--- config.mk ---
export PLATFORM = sky130hd
export DESIGN_NAME = smc_config_upper
export DESIGN_NICKNAME = d
export VERILOG_FILES = /design/src/common/smc_pkg.sv /design/src/verilog/smc_config_upper.sv
export SDC_FILE = /design/constraint.sdc
export NUM_CORES = 1
export LEC_CHECK = 0
export BUFFER_PORTS_ARGS = -buffer_cell sky130_fd_sc_hd__buf_2
export CORE_UTILIZATION = 38
export DETAILED_ROUTE_END_ITERATION = 8
export MAX_ROUTING_LAYER = met4
export PLACE_DENSITY = 0.62
export SETUP_SLACK_MARGIN = 0.1
export SYNTH_ARGS = -nofsm -noshare
export SYNTH_HDL_FRONTEND = slang
export SYNTH_SLANG_ARGS = --single-unit
--- constraint.sdc ---
create_clock -name clk -period 6.9 [get_ports clk]
set_input_delay 1.38 -clock clk [delete_from_list [all_inputs] [get_ports clk]]
set_output_delay 1.38 -clock clk [all_outputs]
set_load 0.005 [all_outputs]
--- src/common/smc_pkg.sv ---
package smc_pkg;
    // register index on the device's internal register port
    localparam logic [5:0] SMC_CFG_IDX = 6'h1a;
    localparam int SMC_REG_W = 24;
    localparam int SMC_ADDR_W = 6;
    // field positions inside the configuration word
    localparam int SMC_SUPPLY_DIV_BIT = 23;
    localparam int SMC_SELFTEST_BIT = 22;
    localparam int SMC_WET_DIAG_HI = 21;
    localparam int SMC_WET_DIAG_LO = 18;
    localparam int SMC_SUPPLY_MEAS_BIT = 17;
    localparam int SMC_TW_SRC_DIS_BIT = 16;
    localparam int SMC_FILTER_HI = 15;
    localparam int SMC_FILTER_LO = 14;
    localparam int SMC_TW_SNK_DIS_BIT = 13;
    localparam int SMC_INT_SCHEME_BIT = 12;
    localparam int SMC_UPPER_LO = 12;
    localparam int SMC_UPPER_W = 12;
    localparam logic [11:0] SMC_UPPER_RST = 12'h000;
    // supply measurement division factors
    localparam logic [3:0] SMC_DIV_LOW = 4'h3;
    localparam logic [3:0] SMC_DIV_HIGH = 4'ha;
    localparam logic [3:0] SMC_DIV_RST = 4'h3;
    // consecutive-sample counter width
    localparam int SMC_CNT_W = 3;
endpackage

--- src/verilog/smc_config_upper.sv ---
`timescale 1ns/10ps
// How it works
// - divider select bit picks supply division factor 3 when clear, 10 when set
// - bit 22 switches the converter self-diagnostic off (0) or on (1)
// - bits 21..18 enable wetting diagnostics for inputs 3..0 individually
// - bit 17 set requests supply measurement at each polling cycle end
// - bit 16 clear lets thermal warning cut high source inputs to 2 mA
// - bit 13 clear lets thermal warning cut high sink inputs to 2 mA
// - filter field needs 1, 2, 3 or 4 equal consecutive samples
// - bit 12 chooses static (0) or dynamic (1) interrupt pin assertion
module smc_config_upper
    import smc_pkg::*;
#(
    parameter int NUM_IN = 24
) (
    input wire logic clk, // 200 MHz device clock
    input wire logic arst_n, // asynchronous reset, active low
    input wire logic regWrite, // one-cycle register write strobe
    input wire logic regRead, // one-cycle register read strobe
    input wire logic [SMC_ADDR_W-1:0] regAddr, // register index
    input wire logic [SMC_REG_W-1:0] regWdata, // write data
    output logic [SMC_REG_W-1:0] regRdata, // read data, held
    output logic regRvalid, // read data valid pulse
    output logic [3:0] supplyDivFactor, // supply division factor
    output logic converterSelftestEnable, // converter self-diagnostic on
    output logic [3:0] wettingDiagEnable, // wetting diagnostic per input 3..0
    input wire logic pollCycleEnd, // pulse at end of each polling cycle
    output logic supplyMeasureStart, // pulse: take a supply measurement
    input wire logic thermalWarning, // thermal warning level
    input wire logic [NUM_IN-1:0] sourceHighSetting, // source at 10/15 mA
    input wire logic [NUM_IN-1:0] currentSinkHighSetting, // sink at 10/15 mA
    output logic [NUM_IN-1:0] sourceReduce, // cut source current to 2 mA
    output logic [NUM_IN-1:0] sinkReduce, // cut sink current to 2 mA
    input wire logic sampleStrobe, // pulse: new detection sample
    input wire logic [NUM_IN-1:0] sampleData, // raw detection samples
    output logic [NUM_IN-1:0] filteredData, // samples accepted as valid
    output logic filteredStrobe, // pulse: filteredData updated
    output logic interruptDynamic // interrupt pin scheme, 1 = dynamic
);

    initial begin
        if (NUM_IN < 4 || NUM_IN > 64) begin
            $error("NUM_IN must lie between 4 and 64");
        end
        // the run counter must reach the deepest filter setting
        if ((1 << SMC_CNT_W) - 1 < 4) begin
            $error("SMC_CNT_W too small for the filter depth");
        end
        // the stored field must end at the top of the word
        if (SMC_UPPER_LO + SMC_UPPER_W != SMC_REG_W) begin
            $error("upper field does not reach the top of the word");
        end
    end

    typedef struct packed {
        logic [SMC_UPPER_W-1:0] cfg;
        logic [SMC_REG_W-1:0] rdata;
        logic rvalid;
        logic [3:0] divFactor;
        logic measStart;
        logic [NUM_IN-1:0] srcRed;
        logic [NUM_IN-1:0] snkRed;
        logic [NUM_IN-1:0] lastSample;
        logic [NUM_IN-1:0][SMC_CNT_W-1:0] runLen;
        logic [NUM_IN-1:0] filtered;
        logic filtStb;
    } smc_state_t;

    localparam smc_state_t SMC_STATE_RST = '{
        cfg: SMC_UPPER_RST,
        rdata: '0,
        rvalid: 1'b0,
        divFactor: SMC_DIV_RST,
        measStart: 1'b0,
        srcRed: '0,
        snkRed: '0,
        lastSample: '0,
        runLen: '0,
        filtered: '0,
        filtStb: 1'b0
    };

    smc_state_t state_q;
    smc_state_t state_d;

    // word-level view of the configuration field bits
    function automatic logic cfgBit(input logic [SMC_UPPER_W-1:0] c,
                                    input int pos);
        cfgBit = c[pos-SMC_UPPER_LO];
    endfunction

    // the only register index that writes reach and reads return data from
    function automatic logic cfgHit(input logic [SMC_ADDR_W-1:0] a);
        cfgHit = (a == SMC_CFG_IDX);
    endfunction

    // run length of equal samples, saturating at the needed depth;
    // a zero run marks an input that has seen no sample yet
    function automatic logic [SMC_CNT_W-1:0] nextRun(
        input logic now,
        input logic last,
        input logic [SMC_CNT_W-1:0] run,
        input logic [SMC_CNT_W-1:0] need
    );
        if (now != last || run == '0) begin
            nextRun = SMC_CNT_W'(1);
        end else if (run < need) begin
            nextRun = run + SMC_CNT_W'(1);
        end else begin
            nextRun = run;
        end
    endfunction

    logic [1:0] filtSel;
    logic [SMC_CNT_W-1:0] needLen;

    always_comb begin
        state_d = state_q;
        state_d.rvalid = 1'b0;
        state_d.measStart = 1'b0;
        state_d.filtStb = 1'b0;

        if (regWrite && cfgHit(regAddr)) begin
            state_d.cfg = regWdata[SMC_REG_W-1:SMC_UPPER_LO];
        end
        // a read answers every index; unknown ones read zero
        if (regRead) begin
            state_d.rvalid = 1'b1;
            if (cfgHit(regAddr)) begin
                state_d.rdata = {state_q.cfg, {SMC_UPPER_LO{1'b0}}};
            end else begin
                state_d.rdata = '0;
            end
        end

        if (cfgBit(state_q.cfg, SMC_SUPPLY_DIV_BIT)) begin
            state_d.divFactor = SMC_DIV_HIGH;
        end else begin
            state_d.divFactor = SMC_DIV_LOW;
        end

        if (pollCycleEnd && cfgBit(state_q.cfg, SMC_SUPPLY_MEAS_BIT)) begin
            state_d.measStart = 1'b1;
        end else begin
            state_d.measStart = 1'b0;
        end

        if (thermalWarning && !cfgBit(state_q.cfg, SMC_TW_SRC_DIS_BIT)) begin
            state_d.srcRed = sourceHighSetting;
        end else begin
            state_d.srcRed = '0;
        end

        if (thermalWarning && !cfgBit(state_q.cfg, SMC_TW_SNK_DIS_BIT)) begin
            state_d.snkRed = currentSinkHighSetting;
        end else begin
            state_d.snkRed = '0;
        end

        // consecutive equal sample filter
        // history survives field changes; the host stops polling first
        filtSel = state_q.cfg[SMC_FILTER_HI-SMC_UPPER_LO:
                              SMC_FILTER_LO-SMC_UPPER_LO];
        needLen = SMC_CNT_W'(filtSel) + SMC_CNT_W'(1);
        if (sampleStrobe) begin
            state_d.filtStb = 1'b1;
            state_d.lastSample = sampleData;
            for (int i = 0; i < NUM_IN; i++) begin
                state_d.runLen[i] = nextRun(sampleData[i],
                                            state_q.lastSample[i],
                                            state_q.runLen[i], needLen);
                if (state_d.runLen[i] >= needLen) begin
                    state_d.filtered[i] = sampleData[i];
                end
            end
        end
    end

    // every output below is a field of this one register
    always_ff @(posedge clk or negedge arst_n) begin
        if (!arst_n) begin
            state_q <= SMC_STATE_RST;
        end else begin
            state_q <= state_d;
        end
    end


    // register port answer
    assign regRdata = state_q.rdata;
    assign regRvalid = state_q.rvalid;

    // configuration levels
    assign supplyDivFactor = state_q.divFactor;
    assign converterSelftestEnable = state_q.cfg[SMC_SELFTEST_BIT-SMC_UPPER_LO];
    assign wettingDiagEnable = state_q.cfg[SMC_WET_DIAG_HI-SMC_UPPER_LO:
                                           SMC_WET_DIAG_LO-SMC_UPPER_LO];

    // measurement, current reduction, filter results and interrupt scheme
    assign supplyMeasureStart = state_q.measStart;
    assign sourceReduce = state_q.srcRed;
    assign sinkReduce = state_q.snkRed;
    assign filteredData = state_q.filtered;
    assign filteredStrobe = state_q.filtStb;
    assign interruptDynamic = state_q.cfg[SMC_INT_SCHEME_BIT-SMC_UPPER_LO];

endmodule

==> results of run 1 <==
per-stage QoR:
stage,cells,cell area (µm²)
floorplan,1476,13960
global placement,1994,14630
detailed placement,1994,14630
CTS,2026,15210
global route,2027,15210
finish,2027,15210
state kept, by name (all words and copies together) (netlist names):
signal,flops
state_q,100
filteredData,24
sinkReduce,24
sourceReduce,24
regRdata,12
wettingDiagEnable,4
filtSel,2
supplyDivFactor,2
converterSelftestEnable,1
filteredStrobe,1
interruptDynamic,1
regRvalid,1
supplyMeasureStart,1
final timing paths:
| kind | start | endpoint | slack (ps) |
|---|---|---|---|
| worst min-delay path | state_q[210]$_DFFE_PN0P_ | supplyDivFactor[3]$_DFF_PN0_ | 430 |
| worst min register to register | state_q[210]$_DFFE_PN0P_ | supplyDivFactor[3]$_DFF_PN0_ | 430 |
| max in group asynchronous | arst_n | state_q[115]$_DFFE_PN0P_ | 4840 |
| worst max-delay path | filtSel[0]$_DFFE_PN0P_ | filteredData[22]$_DFFE_PN0P_ | 2440 |
| min in group asynchronous | arst_n | supplyMeasureStart$_DFF_PN0_ | 1000 |
| worst max register to register | filtSel[0]$_DFFE_PN0P_ | filteredData[22]$_DFFE_PN0P_ | 2440 |
cell families (layout without fill, tap and decap cells):
family                     after synthesis  in the layout  share of synthesized area
AOI/OAI and AO/OA                      310            310                     0.1605
xor gates and xnor gates                72             72                    0.04531
adders and majority gates              133            133                     0.1192
buffers and inverters                  281            370                     0.1063
DFF                                    197            197                     0.3543
muxes                                   73             73                    0.05798
other                                    2             15                  0.0005396
and+or+nand+nor                        396            396                     0.1560
synth_stat cells (all sizes together), types with 4 or more instances:
cell type	number	area, µm²
o2111ai	7	80.07
mux2	61	686.9
o22ai	16	100.1
xnor2	67	586.8
nor3b	17	127.6
o21ai	123	615.6
maj3	4	45.04
o211a	13	130.1
and2b	4	30.03
nand3	44	220.2
dfrtp	196	4905
clkbuf	23	87.58
nand2	58	217.7
nor2	79	296.5
a21boi	22	165.2
mux2i	12	120.1
and3b	12	105.1
nor2b	47	294.0
xor2	5	43.79
a31oi	4	25.02
and3	4	25.02
o2111a	5	56.30
and2	51	319.1
a32oi	9	78.83
o211ai	8	60.06
nand3b	9	67.56
ha	129	1614
nand2b	18	112.6
a22o	8	70.07
o31ai	12	90.09
a21oi	45	225.2
a2111oi	12	317.8
inv	139	521.8
nor4	19	118.9
nor4b	9	78.83
buf	119	869.6
or2	19	118.9
o21a	13	97.59
worst reg2reg max path, cell delays in order (launching register included):
cell and delay (ps):
dfrtp_2 410, ha_2 180, inv_2 630, buf_4 410, ha_1 320, nor2b_1 190, a2111oi_4 500, xnor2_1 170
nor2_1 60, ha_1 290, nor2b_1 160, a32oi_1 70, nor4b_1 180, o31ai_1 400, mux2_2 380
report_power, final:
part / switching (mW) / total (mW) / internal (mW)
clock network: 0.502 / 1.00 / 0.500
registers: 0.286 / 1.70 / 1.42
logic: 1.45 / 2.81 / 1.35
total: 2.24 / 5.51 / 3.27
layer usage:
metal  vias up  track usage  routed length (µm)
met5         -            -                   0
li1       5130            -                   -
met3        32      0.01900                 640
met4         0      0.05748                 537
met1      4957       0.2152               14190
met2       130       0.2861               15150
final cells by class:
type                            instances  share of cell area
Antenna cell                            1           0.0001645
Clock buffer                           19             0.02977
Clock inverter                         13            0.008390
Inverter                              139             0.03430
Multi-Input combinational cell        998              0.4969
Sequential cell                       197              0.3242
Tap cell                              461             0.03792
Timing Repair Buffer                  199             0.06835
==> flow_summary.yaml, run 1 <==
timing:
  skew_ps: 12.80
  max_freq_mhz: 224.1
  rsz0062_at_grt: "false"
  fin_ws_ps: 2437
  maxSlewViolCount: 0
  hold_ws_ps: 431.1
  relSlewSlack: 0.3793
  final-hold-violation-count: 0
  final.setup.tns_ps: 0
  period_share: 0.6468
  tightest_slew_ps: 931.1
  setup_viol: 0
  post-route-min-period_ps: 4463
final_layout:
  final_common_cell: "dfrtp_1"
  multi_input_area_um2: 7559
  nets: 1790
  areaGrowthSynthToFinish_pct: 9.295
  drive_above_1_share: 0.2115
  final_cell_mix: "195 x dfrtp_1, 189 x buf_2, 137 x inv_1"
  utilization: 0.4246
  fillers: 3435
  ff_latch_area_um2: 4932
clocking:
  cts_hold_buffers: 0
  cts_tree: "built"
  numCtsBuffers: 17
  cts-resized-gates: 0
  cts_sinks: 197
  cts_root_buffer: "clkbuf_16"
  cts_max_level: 4
  clk_latency_ps: 450
  ctsLongestPathBuffers: 2
  post_cts_buffers: 0
  clk_pin_slew_ps: 80
die:
  dieArea_um2: 37400
  die_y_um: 193.4
  dieWidth_um: 193.4
  coreArea_um2: 35830
  start_util: 0.3885
  rows: 69
  pin_count: 218
placement:
  preCtsSetupSlack_ps: 2463
  io_buffers: 191
  place.gp.congestion: 0.8396
  hpwl_um: 21180
job:
  cap_violations: 0
worst_setup_path:
  critPathCaptureType: "flop"
  path_buf_inv: 2
  path_class: "reg2reg"
  crit_path_max_incr_delay_ps: 630
  worstPathCellList: "ha_2, inv_2, buf_4, ha_1, nor2b_1, a2111oi_4, xnor2_1, nor2_1, ha_1, nor2b_1, a32oi_1, nor4b_1, o31ai_1, mux2_2"
  startpoint_type: "flop"
  crit_fanout: 34
  crit_family: "buffers and inverters"
  rr_worst_depth: 14
  arrival_ps: 4790
  worst_ep_required_time_ps: 7230
  cp_num_cells: 14
  cpMaxStageDelayCell: "inv_2"
global_routing:
  grt_pass1_vias: 10120
  grt_pass1_wl_um: 50800
  antenna_found_initial: 1
  grt_overflow: 0
  grt_use_total: 0.1711
  grt_max_degree: 105
synthesis:
  avgSynthCellArea_um2: 9.507
  synth_warnings: 0
  syn_inst: 1464
  synth-seq-area-share: 0.3543
  ys_ff_latch: 197
  synthFlopType: "dfrtp_1"
  ys_types: 57
  synth-edff-count: 0
  synth_area_um2: 13920
  async_flop_share: 1.000
route:
  routed_wl_um: 30510
  firstDrtPassIters: 7
  post-route-drc-count: 7
  ant_nets: 0
  vias: 10250
  wl_per_cell_um: 15.05
  drt-initial-drc-count: 432
  vias_per_cell: 5.056
outcome:
  failed_checks: "design-rule violations"
  status: "complete, but fails checks"
pwr:
  p_total_mw: 5.512
  power.density_nw_per_um2: 362.3
  p_leak_nw: 7.041
  ir_drop_v: 0.0001994
worst_hold_path:
  min_path_type: "reg2reg"
  hold_depth: 0
No activity file was read; power rests on OpenSTA's default activity.
==> inputs of run 2 (changes only) <==
--- a/config.mk
+++ b/config.mk
@@ -5,11 +5,12 @@
 export SDC_FILE = /design/constraint.sdc
 export NUM_CORES = 1
 export LEC_CHECK = 0
+export ABC_AREA = 1
 export BUFFER_PORTS_ARGS = -buffer_cell sky130_fd_sc_hd__buf_2
 export CORE_UTILIZATION = 38
 export DETAILED_ROUTE_END_ITERATION = 8
 export MAX_ROUTING_LAYER = met4
-export PLACE_DENSITY = 0.62
+export PLACE_DENSITY = 0.63
 export SETUP_SLACK_MARGIN = 0.1
 export SYNTH_ARGS = -nofsm -noshare
 export SYNTH_HDL_FRONTEND = slang
==> constraint.sdc (replaced) <==
create_clock -name clk -period 4.6 [get_ports clk]
set_input_delay 0.92 -clock clk [delete_from_list [all_inputs] [get_ports clk]]
set_output_delay 0.92 -clock clk [all_outputs]
set_load 0.005 [all_outputs]
==> run 2 against run 1 <==
Compared with the run above: the run now ends clean; critical path type unchanged; maximum frequency rose by 35%; core utilization rose by 0.096 points; worst setup slack got worse by 1100 ps; power rose by 23%; via count rose by 2.1%; sequential share of layout area rose by 2.0 points; critical path depth rose by 4; hold slack got worse by 50 ps; clock skew fell by 1.6 ps.
==> flow_summary.yaml, run 2 <==
worst_setup_path:
  startpoint_type: "flop"
  arrival_ps: 3650
  worst_ep_required_time_ps: 4940
  crit_fanout: 56
  path_class: "reg2reg"
  critPathCaptureType: "flop"
synthesis:
  synthFlopType: "dfrtp_1"
  synth.top_cell.area_share: 0.3775
  netlist_top_cells_count: "433 x nand2_1, 342 x inv_1, 196 x dfrtp_1, 146 x o21ai_0, 137 x nor2_1"
  ys_types: 35
  async_flop_share: 1.000
  synth_warnings: 0
  synth.most_common_cell: "nand2_1"
  yosys.area.top_type: "dfrtp_1"
  synth-seq-area-share: 0.3795
  ys_ff_latch: 197
  syn_inst: 1764
  synth_area_um2: 12990
  avgSynthCellArea_um2: 7.366
  synthTopCellsByArea: "dfrtp_1 38%, nand2_1 13%, ha_1 12%"
  synth-edff-count: 0
route:
  ant_nets: 0
  post-route-drc-count: 0
  drt-initial-drc-count: 394
  firstDrtPassIters: 4
  wl_per_cell_um: 11.91
  vias: 10470
  vias_per_cell: 4.527
  routed_wl_um: 27550
global_routing:
  antenna_found_initial: 1
  grt_use_total: 0.1692
  grt_max_degree: 88
  grt_pass1_vias: 9814
  grt_overflow: 0
  grt_pass1_wl_um: 46960
die:
  start_util: 0.3865
  dieArea_um2: 34940
  dieWidth_um: 186.9
  rows: 67
  pin_count: 218
  coreArea_um2: 33620
  die_y_um: 186.9
clocking:
  cts_hold_buffers: 0
  numCtsBuffers: 17
  cts-resized-gates: 0
  cts_tree: "built"
  ctsLongestPathBuffers: 2
  clk_pin_slew_ps: 80
  clk_latency_ps: 450
  cts_sinks: 197
  post_cts_buffers: 0
  cts_root_buffer: "clkbuf_16"
  cts_max_level: 4
final_layout:
  largest_register_ffs: 100
  areaGrowthSynthToFinish_pct: 10.09
  nets: 2088
  utilization: 0.4255
  drive_above_1_share: 0.1396
  final_cell_mix: "433 x nand2_1, 341 x inv_1, 196 x dfrtp_1"
  final_common_cell: "nand2_1"
  multi_input_area_um2: 5837
  top_register: "state_q"
  design_area_um2: 14310
  fillers: 3398
  ff_latch_area_um2: 4931
timing:
  max_freq_mhz: 301.9
  post-route-min-period_ps: 3312
  tightest_slew_ps: 856.2
  period_share: 0.7200
  maxSlewViolCount: 0
  rsz0062_at_grt: "false"
  final.setup.tns_ps: 0
  setup_viol: 0
  fin_ws_ps: 1288
  skew_ps: 11.22
  relSlewSlack: 0.4275
  final-hold-violation-count: 0
outcome:
  status: "finished, final reports clean"
pwr:
  combPwrFrac: 0.416
  seq_power_share: 0.349
  p_int_mw: 3.987
  ir_drop_v: 0.0002682
  power.density_nw_per_um2: 473.4
  p_leak_nw: 8.292
  clkPwrFrac: 0.234
  p_sw_frac: 0.4112
  switchingPower_mw: 2.784
placement:
  placedInstanceArea_um2: 13690
  place.gp.congestion: 0.8502
  hpwl_um: 19150
  io_buffers: 191
  preCtsSetupSlack_ps: 1246
worst_hold_path:
  min_path_type: "reg2reg"
job:
  cap_violations: 0
==> run 2: path summary, 6_finish.rpt <==
kind                                                from                            to  slack, ps  depth (start not counted)
worst max-delay path              filtSel[1]$_DFFE_PN0P_   filteredData[1]$_DFFE_PN0P_       1290                         18
worst min-delay path            state_q[210]$_DFFE_PN0P_  supplyDivFactor[3]$_DFF_PN0_        380                          0
worst max register to register    filtSel[1]$_DFFE_PN0P_   filteredData[1]$_DFFE_PN0P_       1290                         18
worst min register to register  state_q[210]$_DFFE_PN0P_  supplyDivFactor[3]$_DFF_PN0_        380                          0
max in group asynchronous                         arst_n      sinkReduce[23]$_DFF_PN0_       2980                          2
min in group asynchronous                         arst_n       sinkReduce[1]$_DFF_PN0_        510                          1
==> run 2: per-stage QoR <==
step | instances | power [mW] | hold slack, ps
floorplan | 1776 | 4.634 | 353.7
global route | 2312 | 7.494 | 404.6
CTS | 2311 | 6.871 | 384.6
detailed placement | 2279 | 5.243 | 367.5
finish | 2312 | 6.771 | 381.4
global placement | 2279 | 5.131 | 359.8
==> run 2: final cells by class <==
| type | instances | share of cell area |
|---|---|---|
| repair buffers | 203 | 0.07478 |
| flip-flops and latches | 197 | 0.3447 |
| inverters | 345 | 0.09053 |
| well taps | 448 | 0.03918 |
| clock buffers | 19 | 0.03166 |
| multi-input cells | 1086 | 0.4080 |
| clock inverters | 13 | 0.01093 |
| diodes | 1 | 0.0001749 |
==> run 2: critical path, cell delays in order, from the launching register on <==
cell,delay [ps]
dfrtp_1,430
ha_1,540
inv_2,130
buf_4,560
nand2_1,110
nand2_1,80
nand2_1,60
nand2_1,130
o21ai_0,90
a21oi_1,200
ha_1,270
inv_1,50
nand2_1,50
o21ai_0,140
inv_1,60
nand2_1,60
nand2_1,90
nand3_1,80
nand2_1,60
==> run 2: kinds of logic after synthesis <==
kind of cell | after synthesis | share of synthesized area
and+or+nand+nor | 685 | 0.2111
adders and majority gates | 129 | 0.1242
DFF | 197 | 0.3795
buffers and inverters | 493 | 0.1748
xor gates and xnor gates | 6 | 0.004044
muxes | 5 | 0.004333
other | 2 | 0.0005780
AOI/OAI and AO/OA | 247 | 0.1015
==> run 2: layer usage <==
metal	GRT usage	routed length, µm	vias to the layer above	part of all wire
met3	0.02795	1075	21	0.039
met1	0.2099	13320	4721	0.48
met2	0.2826	12750	226	0.46
met4	0.04981	408	0	0.015
met5	-	0	-	0
li1	-	-	5498	-
==> run 2: power by group through the flow <==
stage | Combinational, mW | Clock (mW) | Sequential (mW)
after floorplan | 2.31 | 0 | 2.33
after global placement | 2.75 | 0 | 2.39
after detailed placement | 2.85 | 0 | 2.40
after CTS | 2.86 | 1.64 | 2.37
after global routing | 3.37 | 1.70 | 2.42
final | 2.82 | 1.59 | 2.37
==> inputs of run 3 (changes only) <==
--- a/config.mk
+++ b/config.mk
@@ -10,7 +10,7 @@
 export CORE_UTILIZATION = 38
 export DETAILED_ROUTE_END_ITERATION = 8
 export MAX_ROUTING_LAYER = met4
-export PLACE_DENSITY = 0.63
+export PLACE_DENSITY = 0.65
 export SETUP_SLACK_MARGIN = 0.1
 export SYNTH_ARGS = -nofsm -noshare
 export SYNTH_HDL_FRONTEND = slang
==> constraint.sdc (replaced) <==
create_clock -name clk -period 3 [get_ports clk]
set_input_delay 0.6 -clock clk [delete_from_list [all_inputs] [get_ports clk]]
set_output_delay 0.6 -clock clk [all_outputs]
set_load 0.005 [all_outputs]
==> run 3 against run 2 <==
Compared with the run above: critical path type unchanged; power rose by 62%; global-route usage is 0.20 points higher; sequential cell count unchanged; largest cell class unchanged; combinational power is 78% higher; worst setup slack got worse by 1100 ps; sequential power rose by 54%.
==> flow_summary.yaml, run 3 (same netlist as run 2, synthesis figures left out) <==
die:
  dieWidth_um: 186.9
  dieArea_um2: 34940
  die_y_um: 186.9
  coreArea_um2: 33620
  start_util: 0.3865
  rows: 67
  pin_count: 218
worst_setup_path:
  crit_fanout: 8
  cp_common_cell: "nand2_1"
  crit_family: "adder cells"
  cpMaxStageDelayCell: "dfrtp_1"
  worstPathCellList: "ha_4, clkinvlp_4, buf_12, ha_4, nand2_1, nand2_1, inv_1, nand2_2, inv_2, nand2_1, a21oi_2, ha_1, inv_1, nand2_1, a21oi_1, nor2_1, o21ai_1, mux2_2"
  crit_path_max_incr_delay_ps: 420
  startpoint_type: "flop"
  worst_ep_required_time_ps: 3340
  critPathCaptureType: "flop"
  path_buf_inv: 5
  path_class: "reg2reg"
  arrival_ps: 3160
outcome:
  status: "finished, final reports clean"
global_routing:
  grt_max_degree: 136
  grt.busiest_layer: "met2"
  grt_pass1_wl_um: 47560
  grt.met3_usage: 0.03265
  grt_pass1_vias: 9984
  grt_use_total: 0.1713
  antenna_found_initial: 2
  grt_use_met2: 0.2869
  grt_use_met1: 0.2119
  grt_overflow: 0
route:
  routed_wl_um: 29370
  drt-initial-drc-count: 364
  firstDrtPassIters: 5
  ant_nets: 0
  post-route-drc-count: 0
  wl_per_cell_um: 12.48
  vias_per_cell: 4.576
  vias: 10770
clocking:
  clk_latency_ps: 440
  cts_max_level: 4
  cts_sinks: 197
  cts_root_buffer: "clkbuf_16"
  numCtsBuffers: 17
  ctsLongestPathBuffers: 2
  clk_pin_slew_ps: 80
  cts_tree: "built"
final_layout:
  fillers: 3338
  nets: 2129
  final_cell_mix: "400 x nand2_1, 333 x inv_1, 196 x dfrtp_1"
  final_common_cell: "nand2_1"
  areaGrowthSynthToFinish_pct: 15.38
  top_register: "state_q"
  fin_cells: 2354
  drive_above_1_share: 0.1943
  largest_register_ffs: 100
  ff_latch_area_um2: 4931
  multi_input_area_um2: 6122
  design_area_um2: 14990
timing:
  relSlewSlack: 0.4475
  rsz0062_at_grt: "true"
  setup_viol: 0
  final-hold-violation-count: 0
  skew_ps: 14.17
  maxSlewViolCount: 0
  tightest_slew_ps: 826.7
  post-route-min-period_ps: 2826
  max_freq_mhz: 353.9
  period_share: 0.9419
job:
  cap_violations: 0
pwr:
  combPwrFrac: 0.458
  ir_drop_v: 0.0004152
  p_leak_nw: 8.508
  power.density_nw_per_um2: 732.1
  p_int_mw: 6.430
  clkPwrFrac: 0.210
  switchingPower_mw: 4.546
  p_sw_frac: 0.4142
  seq_power_share: 0.332
placement:
  hpwl_um: 19630
  place.gp.congestion: 0.8544
  io_buffers: 191
  placedInstanceArea_um2: 13830
  dp_cells: 2286
worst_hold_path:
  min_path_type: "in2async"
-- run 3: cell type report --
cell class                 count  share of cell area
multi-input combinational   1086              0.4084
sequential                   197              0.3289
timing repair buffer         244              0.1005
inverter                     345             0.08663
tap                          448             0.03739
clock buffer                  21             0.03005
clock inverter                11            0.007845
antenna                        2           0.0003338
-- run 3: per-layer routing --
metal  wire length (µm)  vias to the layer above
met3               1320                       31
met5                  0                        -
li1                   -                     5584
met1              13910                     4905
met2              13720                      253
met4                422                        0
-- run 3: stage by stage --
stage | hold WS (ps) | power (mW) | setup TNS [ps] | worst slack (ps) | util
detailed placement | 364.2 | 8.128 | 0 | 84.46 | 0.4115
CTS | 173.1 | 10.49 | 0 | 137.1 | 0.4287
global placement | 358.0 | 7.934 | 0 | 144.6 | 0.4115
global route | 196.5 | 12.07 | -188.8 | -61.38 | 0.4460
floorplan | 304.4 | 7.126 | -1504 | -144.0 | -
finish | 156.0 | 10.98 | 0 | 174.2 | 0.4460
-- run 3: timing repair --
item,in CTS,in global routing
gates cloned,0,2
gates resized for setup,1,98
setup buffers,0,32
endpoints found under the setup margin,1,23
pin swaps,0,30
hold buffers,0,0
-- run 3: worst register-to-register path: stages, from the launching register on --
cell and delay (ps):
dfrtp_1 420, ha_4 170, clkinvlp_4 150, buf_12 190, ha_4 240, nand2_1 60
nand2_1 50, inv_1 60, nand2_2 80, inv_2 70, nand2_1 60, a21oi_2 160
ha_1 240, inv_1 60, nand2_1 40, a21oi_1 110, nor2_1 50, o21ai_1 170
mux2_2 350
-- run 3: worst paths after layout --
kind / from / to / slack [ps] / depth (start not counted)
worst min register to register: state_q[210]$_DFFE_PN0P_ / supplyDivFactor[3]$_DFF_PN0_ / 380 / 0
worst min-delay path: arst_n / sinkReduce[7]$_DFF_PN0_ / 160 / 1
worst max register to register: filtSel[1]$_DFFE_PN0P_ / filteredData[18]$_DFFE_PN0P_ / 170 / 18
min in group clk: currentSinkHighSetting[18] / sinkReduce[18]$_DFF_PN0_ / 360 / 3
worst max-delay path: filtSel[1]$_DFFE_PN0P_ / filteredData[18]$_DFFE_PN0P_ / 170 / 18
max in group asynchronous: arst_n / sourceReduce[5]$_DFF_PN0_ / 1930 / 2
-- run 3: power by group through the flow --
stage | logic (mW) | clock network, mW | registers (mW)
6_report | 5.03 | 2.30 | 3.64
5_1_grt | 5.86 | 2.47 | 3.73
4_1_cts | 4.48 | 2.38 | 3.63
3_5_place_dp | 4.45 | 0 | 3.68
3_3_place_gp | 4.28 | 0 | 3.66
2_1_floorplan | 3.56 | 0 | 3.57
